$ cat config.mk
export PLATFORM = sky130hd
export DESIGN_NAME = acs_seq
export DESIGN_NICKNAME = d
export VERILOG_FILES = /design/src/design/acs_pkg.sv /design/src/design/acs_trig_timer.sv /design/src/design/acs_seq.sv
export SDC_FILE = /design/constraint.sdc
export NUM_CORES = 1
export LEC_CHECK = 0
export ABC_AREA = 1
export BUFFER_PORTS_ARGS = -buffer_cell sky130_fd_sc_hd__buf_2
export CORE_UTILIZATION = 60
export DETAILED_ROUTE_END_ITERATION = 12
export HOLD_SLACK_MARGIN = 0.12
export PLACE_DENSITY_LB_ADDON = 0.2
export SYNTH_ARGS = -nofsm -noshare
export SYNTH_HDL_FRONTEND = slang
export SYNTH_SLANG_ARGS = --single-unit
$ cat constraint.sdc
create_clock -name pclk -period 2.2 [get_ports pclk]
set_input_delay 0.22 -clock pclk [delete_from_list [all_inputs] [get_ports pclk]]
set_output_delay 0.22 -clock pclk [all_outputs]
set_load 0.03 [all_outputs]
$ cat src/design/acs_pkg.sv
package acs_pkg;

  // Register byte addresses
  localparam logic [7:0] ADDR_BLANK  = 8'h00;
  localparam logic [7:0] ADDR_GROUP  = 8'h04;
  localparam logic [7:0] ADDR_CH1    = 8'h08;
  localparam logic [7:0] ADDR_CH2    = 8'h0c;
  localparam logic [7:0] ADDR_GAP    = 8'h10;
  localparam logic [7:0] ADDR_TCTL   = 8'h14;
  localparam logic [7:0] ADDR_PRE_LO = 8'h18;
  localparam logic [7:0] ADDR_PRE_HI = 8'h1c;
  localparam logic [7:0] ADDR_STAT   = 8'h20;
  localparam logic [7:0] ADDR_SUM1   = 8'h24;
  localparam logic [7:0] ADDR_SUM2   = 8'h28;
  localparam logic [7:0] ADDR_RES    = 8'h2c;

  // Field positions
  localparam int ARM_BIT     = 7;
  localparam int TSRC_LSB    = 6;
  localparam int RPT_BIT     = 4;
  localparam int PAIR_EN_BIT = 5;
  localparam int KIND_BIT    = 4;
  localparam int TON_BIT     = 4;
  localparam int EXT_BIT     = 1;
  localparam int PSC_BIT     = 0;
  localparam int DONE_BIT    = 0;
  localparam int BUSY_BIT    = 1;
  localparam int ARMED_BIT   = 2;
  localparam int CNT_LSB     = 8;

  // Reset values
  localparam logic [7:0]  RST_BYTE = 8'h00;
  localparam logic [15:0] RST_WORD = 16'h0000;

  // Trigger source codes
  localparam logic [1:0] TSRC_PWM    = 2'b00;
  localparam logic [1:0] TSRC_EDGE   = 2'b01;
  localparam logic [1:0] TSRC_ARMTMR = 2'b10;
  localparam logic [1:0] TSRC_SOFT   = 2'b11;

  // Group size codes
  localparam logic [2:0] GRP_OFF = 3'h0;
  localparam logic [2:0] GRP_1   = 3'h1;
  localparam logic [2:0] GRP_2   = 3'h2;
  localparam logic [2:0] GRP_4   = 3'h3;
  localparam logic [2:0] GRP_8   = 3'h4;

  // Blanking unit in PWM clock periods, timer prescale ratios
  localparam int BLANK_UNIT = 16;
  localparam int TMR_DIV_LO = 4;
  localparam int TMR_DIV_HI = 8;

  // Channel codes
  localparam logic [3:0] EXT_MAX   = 4'ha;
  localparam logic [3:0] INT_AMP_A = 4'h1;
  localparam logic [3:0] INT_AMP_B = 4'h2;
  localparam logic [3:0] INT_NEG   = 4'h3;

  // Route kinds presented to the converter mux
  localparam logic [2:0] RT_EXT   = 3'h0;
  localparam logic [2:0] RT_BG    = 3'h1;
  localparam logic [2:0] RT_AMPA  = 3'h2;
  localparam logic [2:0] RT_AMPB  = 3'h3;
  localparam logic [2:0] RT_NEG   = 3'h4;
  localparam logic [2:0] RT_FLOAT = 3'h5;

  typedef enum logic [4:0] {
    ST_IDLE  = 5'b00001,
    ST_BLANK = 5'b00010,
    ST_CONV1 = 5'b00100,
    ST_GAP   = 5'b01000,
    ST_CONV2 = 5'b10000
  } acs_state_t;

  function automatic logic [4:0] acs_group_size(input logic [2:0] code);
    case (code)
      GRP_OFF: acs_group_size = 5'd0;
      GRP_1:   acs_group_size = 5'd1;
      GRP_2:   acs_group_size = 5'd2;
      GRP_4:   acs_group_size = 5'd4;
      GRP_8:   acs_group_size = 5'd8;
      default: acs_group_size = 5'd16;
    endcase
  endfunction : acs_group_size

  // Returns {kind, channel} for one pair-mode channel
  function automatic logic [6:0] acs_route(input logic kind, input logic [3:0] code);
    if (kind) begin
      acs_route = (code > EXT_MAX) ? {RT_FLOAT, code} : {RT_EXT, code};
    end else begin
      case (code)
        INT_AMP_A: acs_route = {RT_AMPA, code};
        INT_AMP_B: acs_route = {RT_AMPB, code};
        INT_NEG:   acs_route = {RT_NEG, code};
        default:   acs_route = {RT_BG, code};
      endcase
    end
  endfunction : acs_route

endpackage : acs_pkg

$ cat src/design/acs_trig_timer.sv
`timescale 1ns/1ps
`default_nettype none
module acs_trig_timer
  import acs_pkg::*;
#(
  parameter int WIDTH = 16
) (
  input  wire logic             pclk,
  input  wire logic             presetn,
  input  wire logic             run,
  input  wire logic             load,
  input  wire logic             div_slow,
  input  wire logic [WIDTH-1:0] preload,
  output logic                  overflow,
  output logic [WIDTH-1:0]      count
);

  localparam logic [2:0] LIM_LO = 3'(TMR_DIV_LO - 1);
  localparam logic [2:0] LIM_HI = 3'(TMR_DIV_HI - 1);
  localparam logic [WIDTH-1:0] FULL = '1;

  logic [2:0] presc_r;
  logic       tick;

  assign tick = run && (presc_r == (div_slow ? LIM_HI : LIM_LO));

  always_ff @(posedge pclk or negedge presetn) begin
    if (!presetn) begin
      presc_r <= 3'h0;
    end else if (load || !run || tick) begin
      presc_r <= 3'h0;
    end else begin
      presc_r <= presc_r + 3'h1;
    end
  end

  always_ff @(posedge pclk or negedge presetn) begin
    if (!presetn) begin
      count <= '0;
    end else if (load) begin
      count <= preload;
    end else if (tick) begin
      count <= (count == FULL) ? preload : count + 1'b1;
    end
  end

  always_ff @(posedge pclk or negedge presetn) begin
    if (!presetn) begin
      overflow <= 1'b0;
    end else begin
      overflow <= tick && !load && (count == FULL);
    end
  end

endmodule : acs_trig_timer
`default_nettype wire

$ cat src/design/acs_seq.sv
// Decided for this implementation: register access over APB and the register addresses.
`timescale 1ns/1ps
`default_nettype none
module acs_seq
  import acs_pkg::*;
#(
  parameter int TMR_WIDTH = 16
) (
  input  wire logic        pclk,
  input  wire logic        presetn,
  input  wire logic [7:0]  paddr,
  input  wire logic        psel,
  input  wire logic        penable,
  input  wire logic        pwrite,
  input  wire logic [31:0] pwdata,
  output logic      [31:0] prdata,
  output logic             pready,
  output logic             pslverr,
  input  wire logic        first_pwm_output,
  input  wire logic        protection_comparator_out,
  input  wire logic        pwm_clk_tick,
  input  wire logic        adck_tick,
  input  wire logic        converter_busy_flag,
  input  wire logic        conv_done,
  input  wire logic [11:0] conv_data,
  output logic             conv_start,
  output logic             route_from_pair,
  output logic      [2:0]  route_kind,
  output logic      [3:0]  route_chan
);

  acs_state_t state_r;

  logic        auto_group_arm_r;
  logic [4:0]  blanking_time_code_r;
  logic [1:0]  trigger_source_select_r;
  logic        repeat_trigger_flag_r;
  logic [2:0]  group_count_select_r;
  logic        pair_mode_enable_r;
  logic        first_channel_source_kind_r;
  logic [3:0]  first_channel_signal_code_r;
  logic        second_channel_source_kind_r;
  logic [3:0]  second_channel_signal_code_r;
  logic [3:0]  pair_interval_code_r;
  logic        timer_run_enable_r;
  logic        edge_start_enable_r;
  logic        timer_clock_divide_select_r;
  logic [7:0]  preload_buf_r;
  logic [15:0] preload_r;
  logic        conversion_done_flag_r;
  logic [15:0] first_sum_r;
  logic [15:0] second_sum_r;
  logic [7:0]  result_high_byte_r;
  logic [7:0]  result_low_byte_r;
  logic [9:0]  wait_cnt_r;
  logic [4:0]  conv_cnt_r;
  logic        sel_second_r;
  logic        pwm_prev_r;
  logic        comp_prev_r;
  logic        arm_prev_r;

  logic        setup;
  logic        wr;
  logic        rd;
  logic        mapped;
  logic        pwm_rise;
  logic        comp_rise;
  logic        arm_rise;
  logic        arm_fall;
  logic        armed;
  logic        src_evt;
  logic        trig;
  logic        step_end;
  logic        group_end;
  logic        timer_set;
  logic        timer_ovf;
  logic [4:0]  group_n;

  assign setup     = psel && !penable;
  assign wr        = psel && penable && pready && pwrite;
  assign rd        = psel && penable && pready && !pwrite;
  assign pwm_rise  = first_pwm_output && !pwm_prev_r;
  assign comp_rise = protection_comparator_out && !comp_prev_r;
  assign arm_rise  = auto_group_arm_r && !arm_prev_r;
  assign arm_fall  = !auto_group_arm_r && arm_prev_r;
  assign group_n   = acs_group_size(group_count_select_r);
  assign armed     = auto_group_arm_r && (group_n != 5'd0);

  always_comb begin
    case (trigger_source_select_r)
      TSRC_PWM:    src_evt = pwm_rise;
      TSRC_EDGE:   src_evt = timer_ovf;
      TSRC_ARMTMR: src_evt = timer_ovf;
      TSRC_SOFT:   src_evt = arm_rise;
      default:     src_evt = 1'b0;
    endcase
  end

  assign trig      = armed && src_evt;
  assign step_end  = conv_done && ((state_r == ST_CONV2) || (state_r == ST_CONV1 && !pair_mode_enable_r));
  assign group_end = step_end && armed && ((conv_cnt_r + 5'd1) == group_n);

  assign timer_set = (trigger_source_select_r == TSRC_EDGE && comp_rise && edge_start_enable_r
                      && !converter_busy_flag)
                     || (trigger_source_select_r == TSRC_ARMTMR && arm_rise && armed);

  always_comb begin
    case (paddr)
      ADDR_BLANK, ADDR_GROUP, ADDR_CH1, ADDR_CH2, ADDR_GAP, ADDR_TCTL,
      ADDR_PRE_LO, ADDR_PRE_HI, ADDR_STAT, ADDR_SUM1, ADDR_SUM2, ADDR_RES: mapped = 1'b1;
      default: mapped = 1'b0;
    endcase
  end

  // APB answer: no wait state, read data captured in the setup cycle
  always_ff @(posedge pclk or negedge presetn) begin
    if (!presetn) begin
      pready  <= 1'b0;
      pslverr <= 1'b0;
      prdata  <= 32'h0000_0000;
    end else begin
      pready  <= setup;
      pslverr <= setup && !mapped;
      if (setup && !pwrite) begin
        case (paddr)
          ADDR_BLANK:  prdata <= {24'h0, auto_group_arm_r, 2'b00, blanking_time_code_r};
          ADDR_GROUP:  prdata <= {24'h0, trigger_source_select_r, 1'b0, repeat_trigger_flag_r,
                                  1'b0, group_count_select_r};
          ADDR_CH1:    prdata <= {24'h0, 2'b00, pair_mode_enable_r, first_channel_source_kind_r,
                                  first_channel_signal_code_r};
          ADDR_CH2:    prdata <= {24'h0, 3'b000, second_channel_source_kind_r, second_channel_signal_code_r};
          ADDR_GAP:    prdata <= {28'h0, pair_interval_code_r};
          ADDR_TCTL:   prdata <= {24'h0, 3'b000, timer_run_enable_r, 2'b00, edge_start_enable_r,
                                  timer_clock_divide_select_r};
          ADDR_PRE_LO: prdata <= {24'h0, preload_buf_r};
          ADDR_PRE_HI: prdata <= {24'h0, preload_r[15:8]};
          ADDR_STAT:   prdata <= {19'h0, conv_cnt_r, 5'h0, armed, converter_busy_flag,
                                  conversion_done_flag_r};
          ADDR_SUM1:   prdata <= {16'h0, first_sum_r};
          ADDR_SUM2:   prdata <= {16'h0, second_sum_r};
          ADDR_RES:    prdata <= {16'h0, result_high_byte_r, result_low_byte_r};
          default:     prdata <= 32'h0000_0000;
        endcase
      end
    end
  end

  always_ff @(posedge pclk or negedge presetn) begin
    if (!presetn) begin
      pwm_prev_r  <= 1'b0;
      comp_prev_r <= 1'b0;
      arm_prev_r  <= 1'b0;
    end else begin
      pwm_prev_r  <= first_pwm_output;
      comp_prev_r <= protection_comparator_out;
      arm_prev_r  <= auto_group_arm_r;
    end
  end

  // Plain configuration registers
  always_ff @(posedge pclk or negedge presetn) begin
    if (!presetn) begin
      blanking_time_code_r         <= 5'h00;
      trigger_source_select_r      <= 2'b00;
      group_count_select_r         <= 3'h0;
      pair_mode_enable_r           <= 1'b0;
      first_channel_source_kind_r  <= 1'b0;
      first_channel_signal_code_r  <= 4'h0;
      second_channel_source_kind_r <= 1'b0;
      second_channel_signal_code_r <= 4'h0;
      pair_interval_code_r         <= 4'h0;
      edge_start_enable_r          <= 1'b0;
      timer_clock_divide_select_r  <= 1'b0;
    end else if (wr) begin
      case (paddr)
        ADDR_BLANK: blanking_time_code_r <= pwdata[4:0];
        ADDR_GROUP: begin
          trigger_source_select_r <= pwdata[TSRC_LSB+:2];
          group_count_select_r    <= pwdata[2:0];
        end
        ADDR_CH1: begin
          pair_mode_enable_r          <= pwdata[PAIR_EN_BIT];
          first_channel_source_kind_r <= pwdata[KIND_BIT];
          first_channel_signal_code_r <= pwdata[3:0];
        end
        ADDR_CH2: begin
          second_channel_source_kind_r <= pwdata[KIND_BIT];
          second_channel_signal_code_r <= pwdata[3:0];
        end
        ADDR_GAP: pair_interval_code_r <= pwdata[3:0];
        ADDR_TCTL: begin
          edge_start_enable_r         <= pwdata[EXT_BIT];
          timer_clock_divide_select_r <= pwdata[PSC_BIT];
        end
        default: ;
      endcase
    end
  end

  // Arm bit: software write wins over the end-of-group clear
  always_ff @(posedge pclk or negedge presetn) begin
    if (!presetn) begin
      auto_group_arm_r <= 1'b0;
    end else if (wr && paddr == ADDR_BLANK) begin
      auto_group_arm_r <= pwdata[ARM_BIT];
    end else if (group_end) begin
      auto_group_arm_r <= 1'b0;
    end
  end

  always_ff @(posedge pclk or negedge presetn) begin
    if (!presetn) begin
      repeat_trigger_flag_r <= 1'b0;
    end else if (arm_rise) begin
      repeat_trigger_flag_r <= 1'b0;
    end else if (trig && state_r != ST_IDLE) begin
      repeat_trigger_flag_r <= 1'b1;
    end else if (wr && paddr == ADDR_GROUP && !pwdata[RPT_BIT]) begin
      repeat_trigger_flag_r <= 1'b0;
    end
  end

  // Timer enable: hardware sets, software can only clear
  always_ff @(posedge pclk or negedge presetn) begin
    if (!presetn) begin
      timer_run_enable_r <= 1'b0;
    end else if (timer_set) begin
      timer_run_enable_r <= 1'b1;
    end else if (timer_ovf && trigger_source_select_r == TSRC_EDGE) begin
      timer_run_enable_r <= 1'b0;
    end else if (arm_fall && trigger_source_select_r == TSRC_ARMTMR) begin
      timer_run_enable_r <= 1'b0;
    end else if (wr && paddr == ADDR_TCTL && !pwdata[TON_BIT]) begin
      timer_run_enable_r <= 1'b0;
    end
  end

  always_ff @(posedge pclk or negedge presetn) begin
    if (!presetn) begin
      preload_buf_r <= RST_BYTE;
      preload_r     <= RST_WORD;
    end else if (wr && paddr == ADDR_PRE_LO) begin
      preload_buf_r <= pwdata[7:0];
    end else if (wr && paddr == ADDR_PRE_HI) begin
      preload_r <= {pwdata[7:0], preload_buf_r};
    end else if (rd && paddr == ADDR_PRE_HI) begin
      preload_buf_r <= preload_r[7:0];
    end
  end

  acs_trig_timer #(
    .WIDTH (TMR_WIDTH)
  ) u_timer (
    .pclk     (pclk),
    .presetn  (presetn),
    .run      (timer_run_enable_r),
    .load     (timer_set && !timer_run_enable_r),
    .div_slow (timer_clock_divide_select_r),
    .preload  (preload_r),
    .overflow (timer_ovf),
    .count    ()
  );

  // Conversion sequencing
  always_ff @(posedge pclk or negedge presetn) begin
    if (!presetn) begin
      state_r      <= ST_IDLE;
      wait_cnt_r   <= 10'h000;
      conv_start   <= 1'b0;
      sel_second_r <= 1'b0;
    end else begin
      conv_start <= 1'b0;
      case (state_r)
        ST_IDLE: begin
          sel_second_r <= 1'b0;
          if (trig) begin
            if (trigger_source_select_r == TSRC_PWM) begin
              wait_cnt_r <= 10'(({1'b0, blanking_time_code_r} + 6'd1) * BLANK_UNIT);
              state_r    <= ST_BLANK;
            end else begin
              conv_start <= 1'b1;
              state_r    <= ST_CONV1;
            end
          end
        end
        ST_BLANK: begin
          if (!armed) begin
            state_r <= ST_IDLE;
          end else if (pwm_clk_tick && wait_cnt_r == 10'h001) begin
            conv_start <= 1'b1;
            state_r    <= ST_CONV1;
          end else if (pwm_clk_tick) begin
            wait_cnt_r <= wait_cnt_r - 10'h001;
          end
        end
        ST_CONV1: begin
          if (!armed) begin
            state_r <= ST_IDLE;
          end else if (conv_done && pair_mode_enable_r) begin
            wait_cnt_r   <= {6'h00, pair_interval_code_r} + 10'h001;
            sel_second_r <= 1'b1;
            state_r      <= ST_GAP;
          end else if (conv_done) begin
            state_r <= ST_IDLE;
          end
        end
        ST_GAP: begin
          if (!armed) begin
            state_r <= ST_IDLE;
          end else if (adck_tick && wait_cnt_r == 10'h001) begin
            conv_start <= 1'b1;
            state_r    <= ST_CONV2;
          end else if (adck_tick) begin
            wait_cnt_r <= wait_cnt_r - 10'h001;
          end
        end
        ST_CONV2: begin
          if (!armed || conv_done) begin
            state_r <= ST_IDLE;
          end
        end
        default: state_r <= ST_IDLE;
      endcase
    end
  end

  always_ff @(posedge pclk or negedge presetn) begin
    if (!presetn) begin
      conv_cnt_r <= 5'h00;
    end else if (arm_rise || group_end) begin
      conv_cnt_r <= 5'h00;
    end else if (step_end && armed) begin
      conv_cnt_r <= conv_cnt_r + 5'h01;
    end
  end

  // Accumulation and result bytes
  always_ff @(posedge pclk or negedge presetn) begin
    if (!presetn) begin
      first_sum_r        <= RST_WORD;
      second_sum_r       <= RST_WORD;
      result_high_byte_r <= RST_BYTE;
      result_low_byte_r  <= RST_BYTE;
    end else if (arm_rise) begin
      first_sum_r  <= RST_WORD;
      second_sum_r <= RST_WORD;
    end else if (conv_done && armed && state_r == ST_CONV1) begin
      first_sum_r        <= first_sum_r + {4'h0, conv_data};
      result_high_byte_r <= {4'h0, conv_data[11:8]};
      result_low_byte_r  <= conv_data[7:0];
    end else if (conv_done && armed && state_r == ST_CONV2) begin
      second_sum_r       <= second_sum_r + {4'h0, conv_data};
      result_high_byte_r <= {4'h0, conv_data[11:8]};
      result_low_byte_r  <= conv_data[7:0];
    end
  end

  // Done flag: set wins over a software clear
  always_ff @(posedge pclk or negedge presetn) begin
    if (!presetn) begin
      conversion_done_flag_r <= 1'b0;
    end else if (group_end) begin
      conversion_done_flag_r <= 1'b1;
    end else if (wr && paddr == ADDR_STAT && !pwdata[DONE_BIT]) begin
      conversion_done_flag_r <= 1'b0;
    end
  end

  // Converter input routing
  always_ff @(posedge pclk or negedge presetn) begin
    if (!presetn) begin
      route_from_pair <= 1'b0;
      route_kind      <= RT_BG;
      route_chan      <= 4'h0;
    end else begin
      route_from_pair <= pair_mode_enable_r;
      if (sel_second_r) begin
        {route_kind, route_chan} <= acs_route(second_channel_source_kind_r,
                                              second_channel_signal_code_r);
      end else begin
        {route_kind, route_chan} <= acs_route(first_channel_source_kind_r,
                                              first_channel_signal_code_r);
      end
    end
  end

endmodule : acs_seq
`default_nettype wire

==> impl_results.md <==
- Worst Setup SP: conv_data[0]
- Unrepaired setup endpoints after global routing: false
- Antenna cell count: 0
- Clk buf depth: 2
- Power, Total: 8.30 mW
- Total Wirelength: 29300 µm
- Hold slack: 124 ps
- Ys async rst share: 100%
- Initial drt markers: 767
- Final GP Congestion: 0.947
- Commonest cells after routing, fill and taps aside: nand2_1, dfrtp_1, inv_1
- DR WL met2: 14200 µm
- Hpwl dp: 21900 µm
- CTS buffer count: 17
- FF/Latch Area: 4260 µm²
- Slew Limit Fails: 0
- CTS root buf: clkbuf_16
- Max Fclk: 483 MHz
- Vias in the first global route: 9749
- Metal3 WL: 1660 µm
- Critical path launch point type: input pin
- Non-Filler Instances: 1872
- Final core occ: 69.8%
- Site Rows: 48
- Critical path class: in2reg
- Clk_lat worst skew: 450 ps
- Area grow syn2layout: 13.3%
- Die height: 135 µm
- Hold Path End: state_r[4]
- Status: completed
- Max H-tree Level: 4
- Routed len/inst: 15.7 µm
- Highest Signal Layer: met5
- P_leak: 6.45 nW
- Worst vdd ir: 597 µV
- Initial Util: 61.6%
- Nets: 1734
- Syn Inst Count: 1534
- Via count: 10324
- R2R Setup Slk: 210 ps
- # Max-Cap Violations: 0
- Final period util: 94.1%
- RR Startpoint: second_sum_r[0]
- GRT Total Usage: 33.7%
- Clk slew on worst S/H paths: 70 ps
- Endpoints failing hold: 0
- Commonest non-fill, non-tap cell in the layout: nand2_1
- Final setup violation count: 0
- Max FO, Critical Path: 4
- R2r endpoint: second_sum_r[14]
- GRT overflow: 0
- I/O pin count: 106
- DRC viols: 0
- Port bufs: 65
- Post-synth cell types: 42
- Synth warn: 0
- Area of the core: 17300 µm²
- Antenna Nets Post-Route: 0
- Hold Crit Depth: 4
- Most common flop cell mapped by yosys: dfrtp_1
- Wire length on met1: 11900 µm
- Worst path arrival time: 2410 ps
- CTS resizes: 0
- Area occupied by multi-input gates: 5530 µm²
- Number of enable flip-flop cells after synthesis: 0
- Worst slew pin tran: 592 ps
- Hold Crit Class: in2reg
- Post-synthesis sequential area ratio: 40.0%
- Clock sinks: 170
- Synth Cell Area: 10700 µm²
- Initial antenna violation count: 1
- Pwr dens: 687 nW/µm²
- Max_slew headroom: 60.4%
- Nature of the critical path endpoint: register
- First-pass GRT wire length: 47400 µm
- # fillers: 1471
- Layout cells sized above 1: 10.6%
- Fin area: 12100 µm²
- Period minus WS final: 2070 ps
- DP Area: 11200 µm²
- Cells on worst reg2reg path: 9
- Die footprint: 18300 µm²
- Largest net degree at the start of global routing: 58
- Worst hold path startpoint: conv_done
- Final setup TNS: 0 ps
- Horiz. Die Dim: 135 µm
- Seq cells post-synth: 170
- Final setup margin: 130 ps
- Crit path required time: 2540 ps
- Vias per cell: 5.51
- Setup Skew: 9.50 ps
- DR pass1 iterations: 6
- CTS tree: done
- Syn Area/Cell: 6.95 µm²
- Inst Count DP: 1817
- Setup WS pre-CTS: 209 ps
==> layer usage <==
metal	vias up	global-route usage [%]
met1	4789	40.7
met3	99	5.65
li1	5070	-
met2	364	56.8
met5	-	0
met4	2	19.4
==> how the worst max path moves through the flow <==
stage	end	slack, ps	depth (start not counted)
5_1_grt	second_sum_r[14]	50	11
4_1_cts	second_sum_r[14]	150	11
6_report	second_sum_r[14]	130	11
3_3_place_gp	second_sum_r[14]	300	9
2_1_floorplan	second_sum_r[14]	500	9
3_5_place_dp	second_sum_r[14]	210	9
==> where the power goes <==
| part | leakage (nW) | internal (mW) | total [mW] | switching (mW) |
|---|---|---|---|---|
| Sequential | 2.28 | 3.32 | 3.52 | 0.196 |
| Clock | 0.277 | 1.70 | 3.05 | 1.35 |
| Combinational | 3.89 | 0.592 | 1.73 | 1.13 |
| Total | 6.45 | 5.61 | 8.30 | 2.68 |
==> synthesized netlist by cell type (7+ instances only) <==
| master | count | share of area [%] |
|---|---|---|
| nand2_1 | 538 | 19 |
| dfrtp_1 | 168 | 39 |
| inv_1 | 155 | 5.5 |
| nor2_1 | 149 | 5.2 |
| nand3_1 | 138 | 6.5 |
| o21ai_0 | 96 | 4.5 |
| a21oi_1 | 49 | 2.3 |
| ha_1 | 35 | 4.1 |
| o21ai_1 | 20 | 0.94 |
| buf_4 | 19 | 1.3 |
| inv_2 | 17 | 0.60 |
| nand4_1 | 17 | 1.0 |
| nor2_2 | 14 | 0.82 |
| xnor2_1 | 14 | 1.2 |
| clkbuf_1 | 13 | 0.46 |
| xor2_1 | 12 | 0.99 |
| nand2_2 | 11 | 0.65 |
| buf_2 | 10 | 0.47 |
| o22ai_1 | 9 | 0.53 |
| a22o_1 | 7 | 0.58 |
| nor3_1 | 7 | 0.33 |
==> layout make-up <==
| type | instances | share of cell area, % |
|---|---|---|
| timing repair buffer | 111 | 6.29 |
| clock buffer | 18 | 3.56 |
| sequential | 170 | 35.3 |
| inverter | 174 | 5.41 |
| multi-input combinational | 1160 | 45.8 |
| clock inverter | 14 | 1.37 |
| tap | 225 | 2.33 |
==> critical path, cell delays in order <==
cell,delay [ps]
dlygate4sd3_1,540
buf_2,160
ha_1,230
fa_1,450
nand3_1,100
nand2_1,120
nand3_1,100
nand3_1,170
nand3_1,120
nor2b_1,140
nor2_1,60
==> registers in the layout, summed over array words and instances, names as in the netlist, 8 cells and up <==
| register | count |
|---|---|
| preload_buf_r | 8 |
| result_low_byte_r | 8 |
| first_sum_r | 16 |
| second_sum_r | 16 |
| wait_cnt_r | 10 |
| prdata | 16 |
| u_timer.count | 16 |
| preload_r | 16 |
==> timing repair <==
action | in CTS | in global routing
setup buffers | 0 | 0
hold buffers | 23 | 0
endpoints found under the setup margin | 0 | 0
hold endpoints to repair | 75 | 0
==> cells by family after synthesis <==
kind of cell    after synthesis  synth area share [%]
buf+inv                     219                  8.71
fa+ha+maj                    37                  4.49
compound gates              195                  9.84
simple gates                886                  34.8
xor+xnor                     26                  2.14
other cells                   1                0.0352
flops                       170                  40.0
Power figures use the tool's default switching activity.
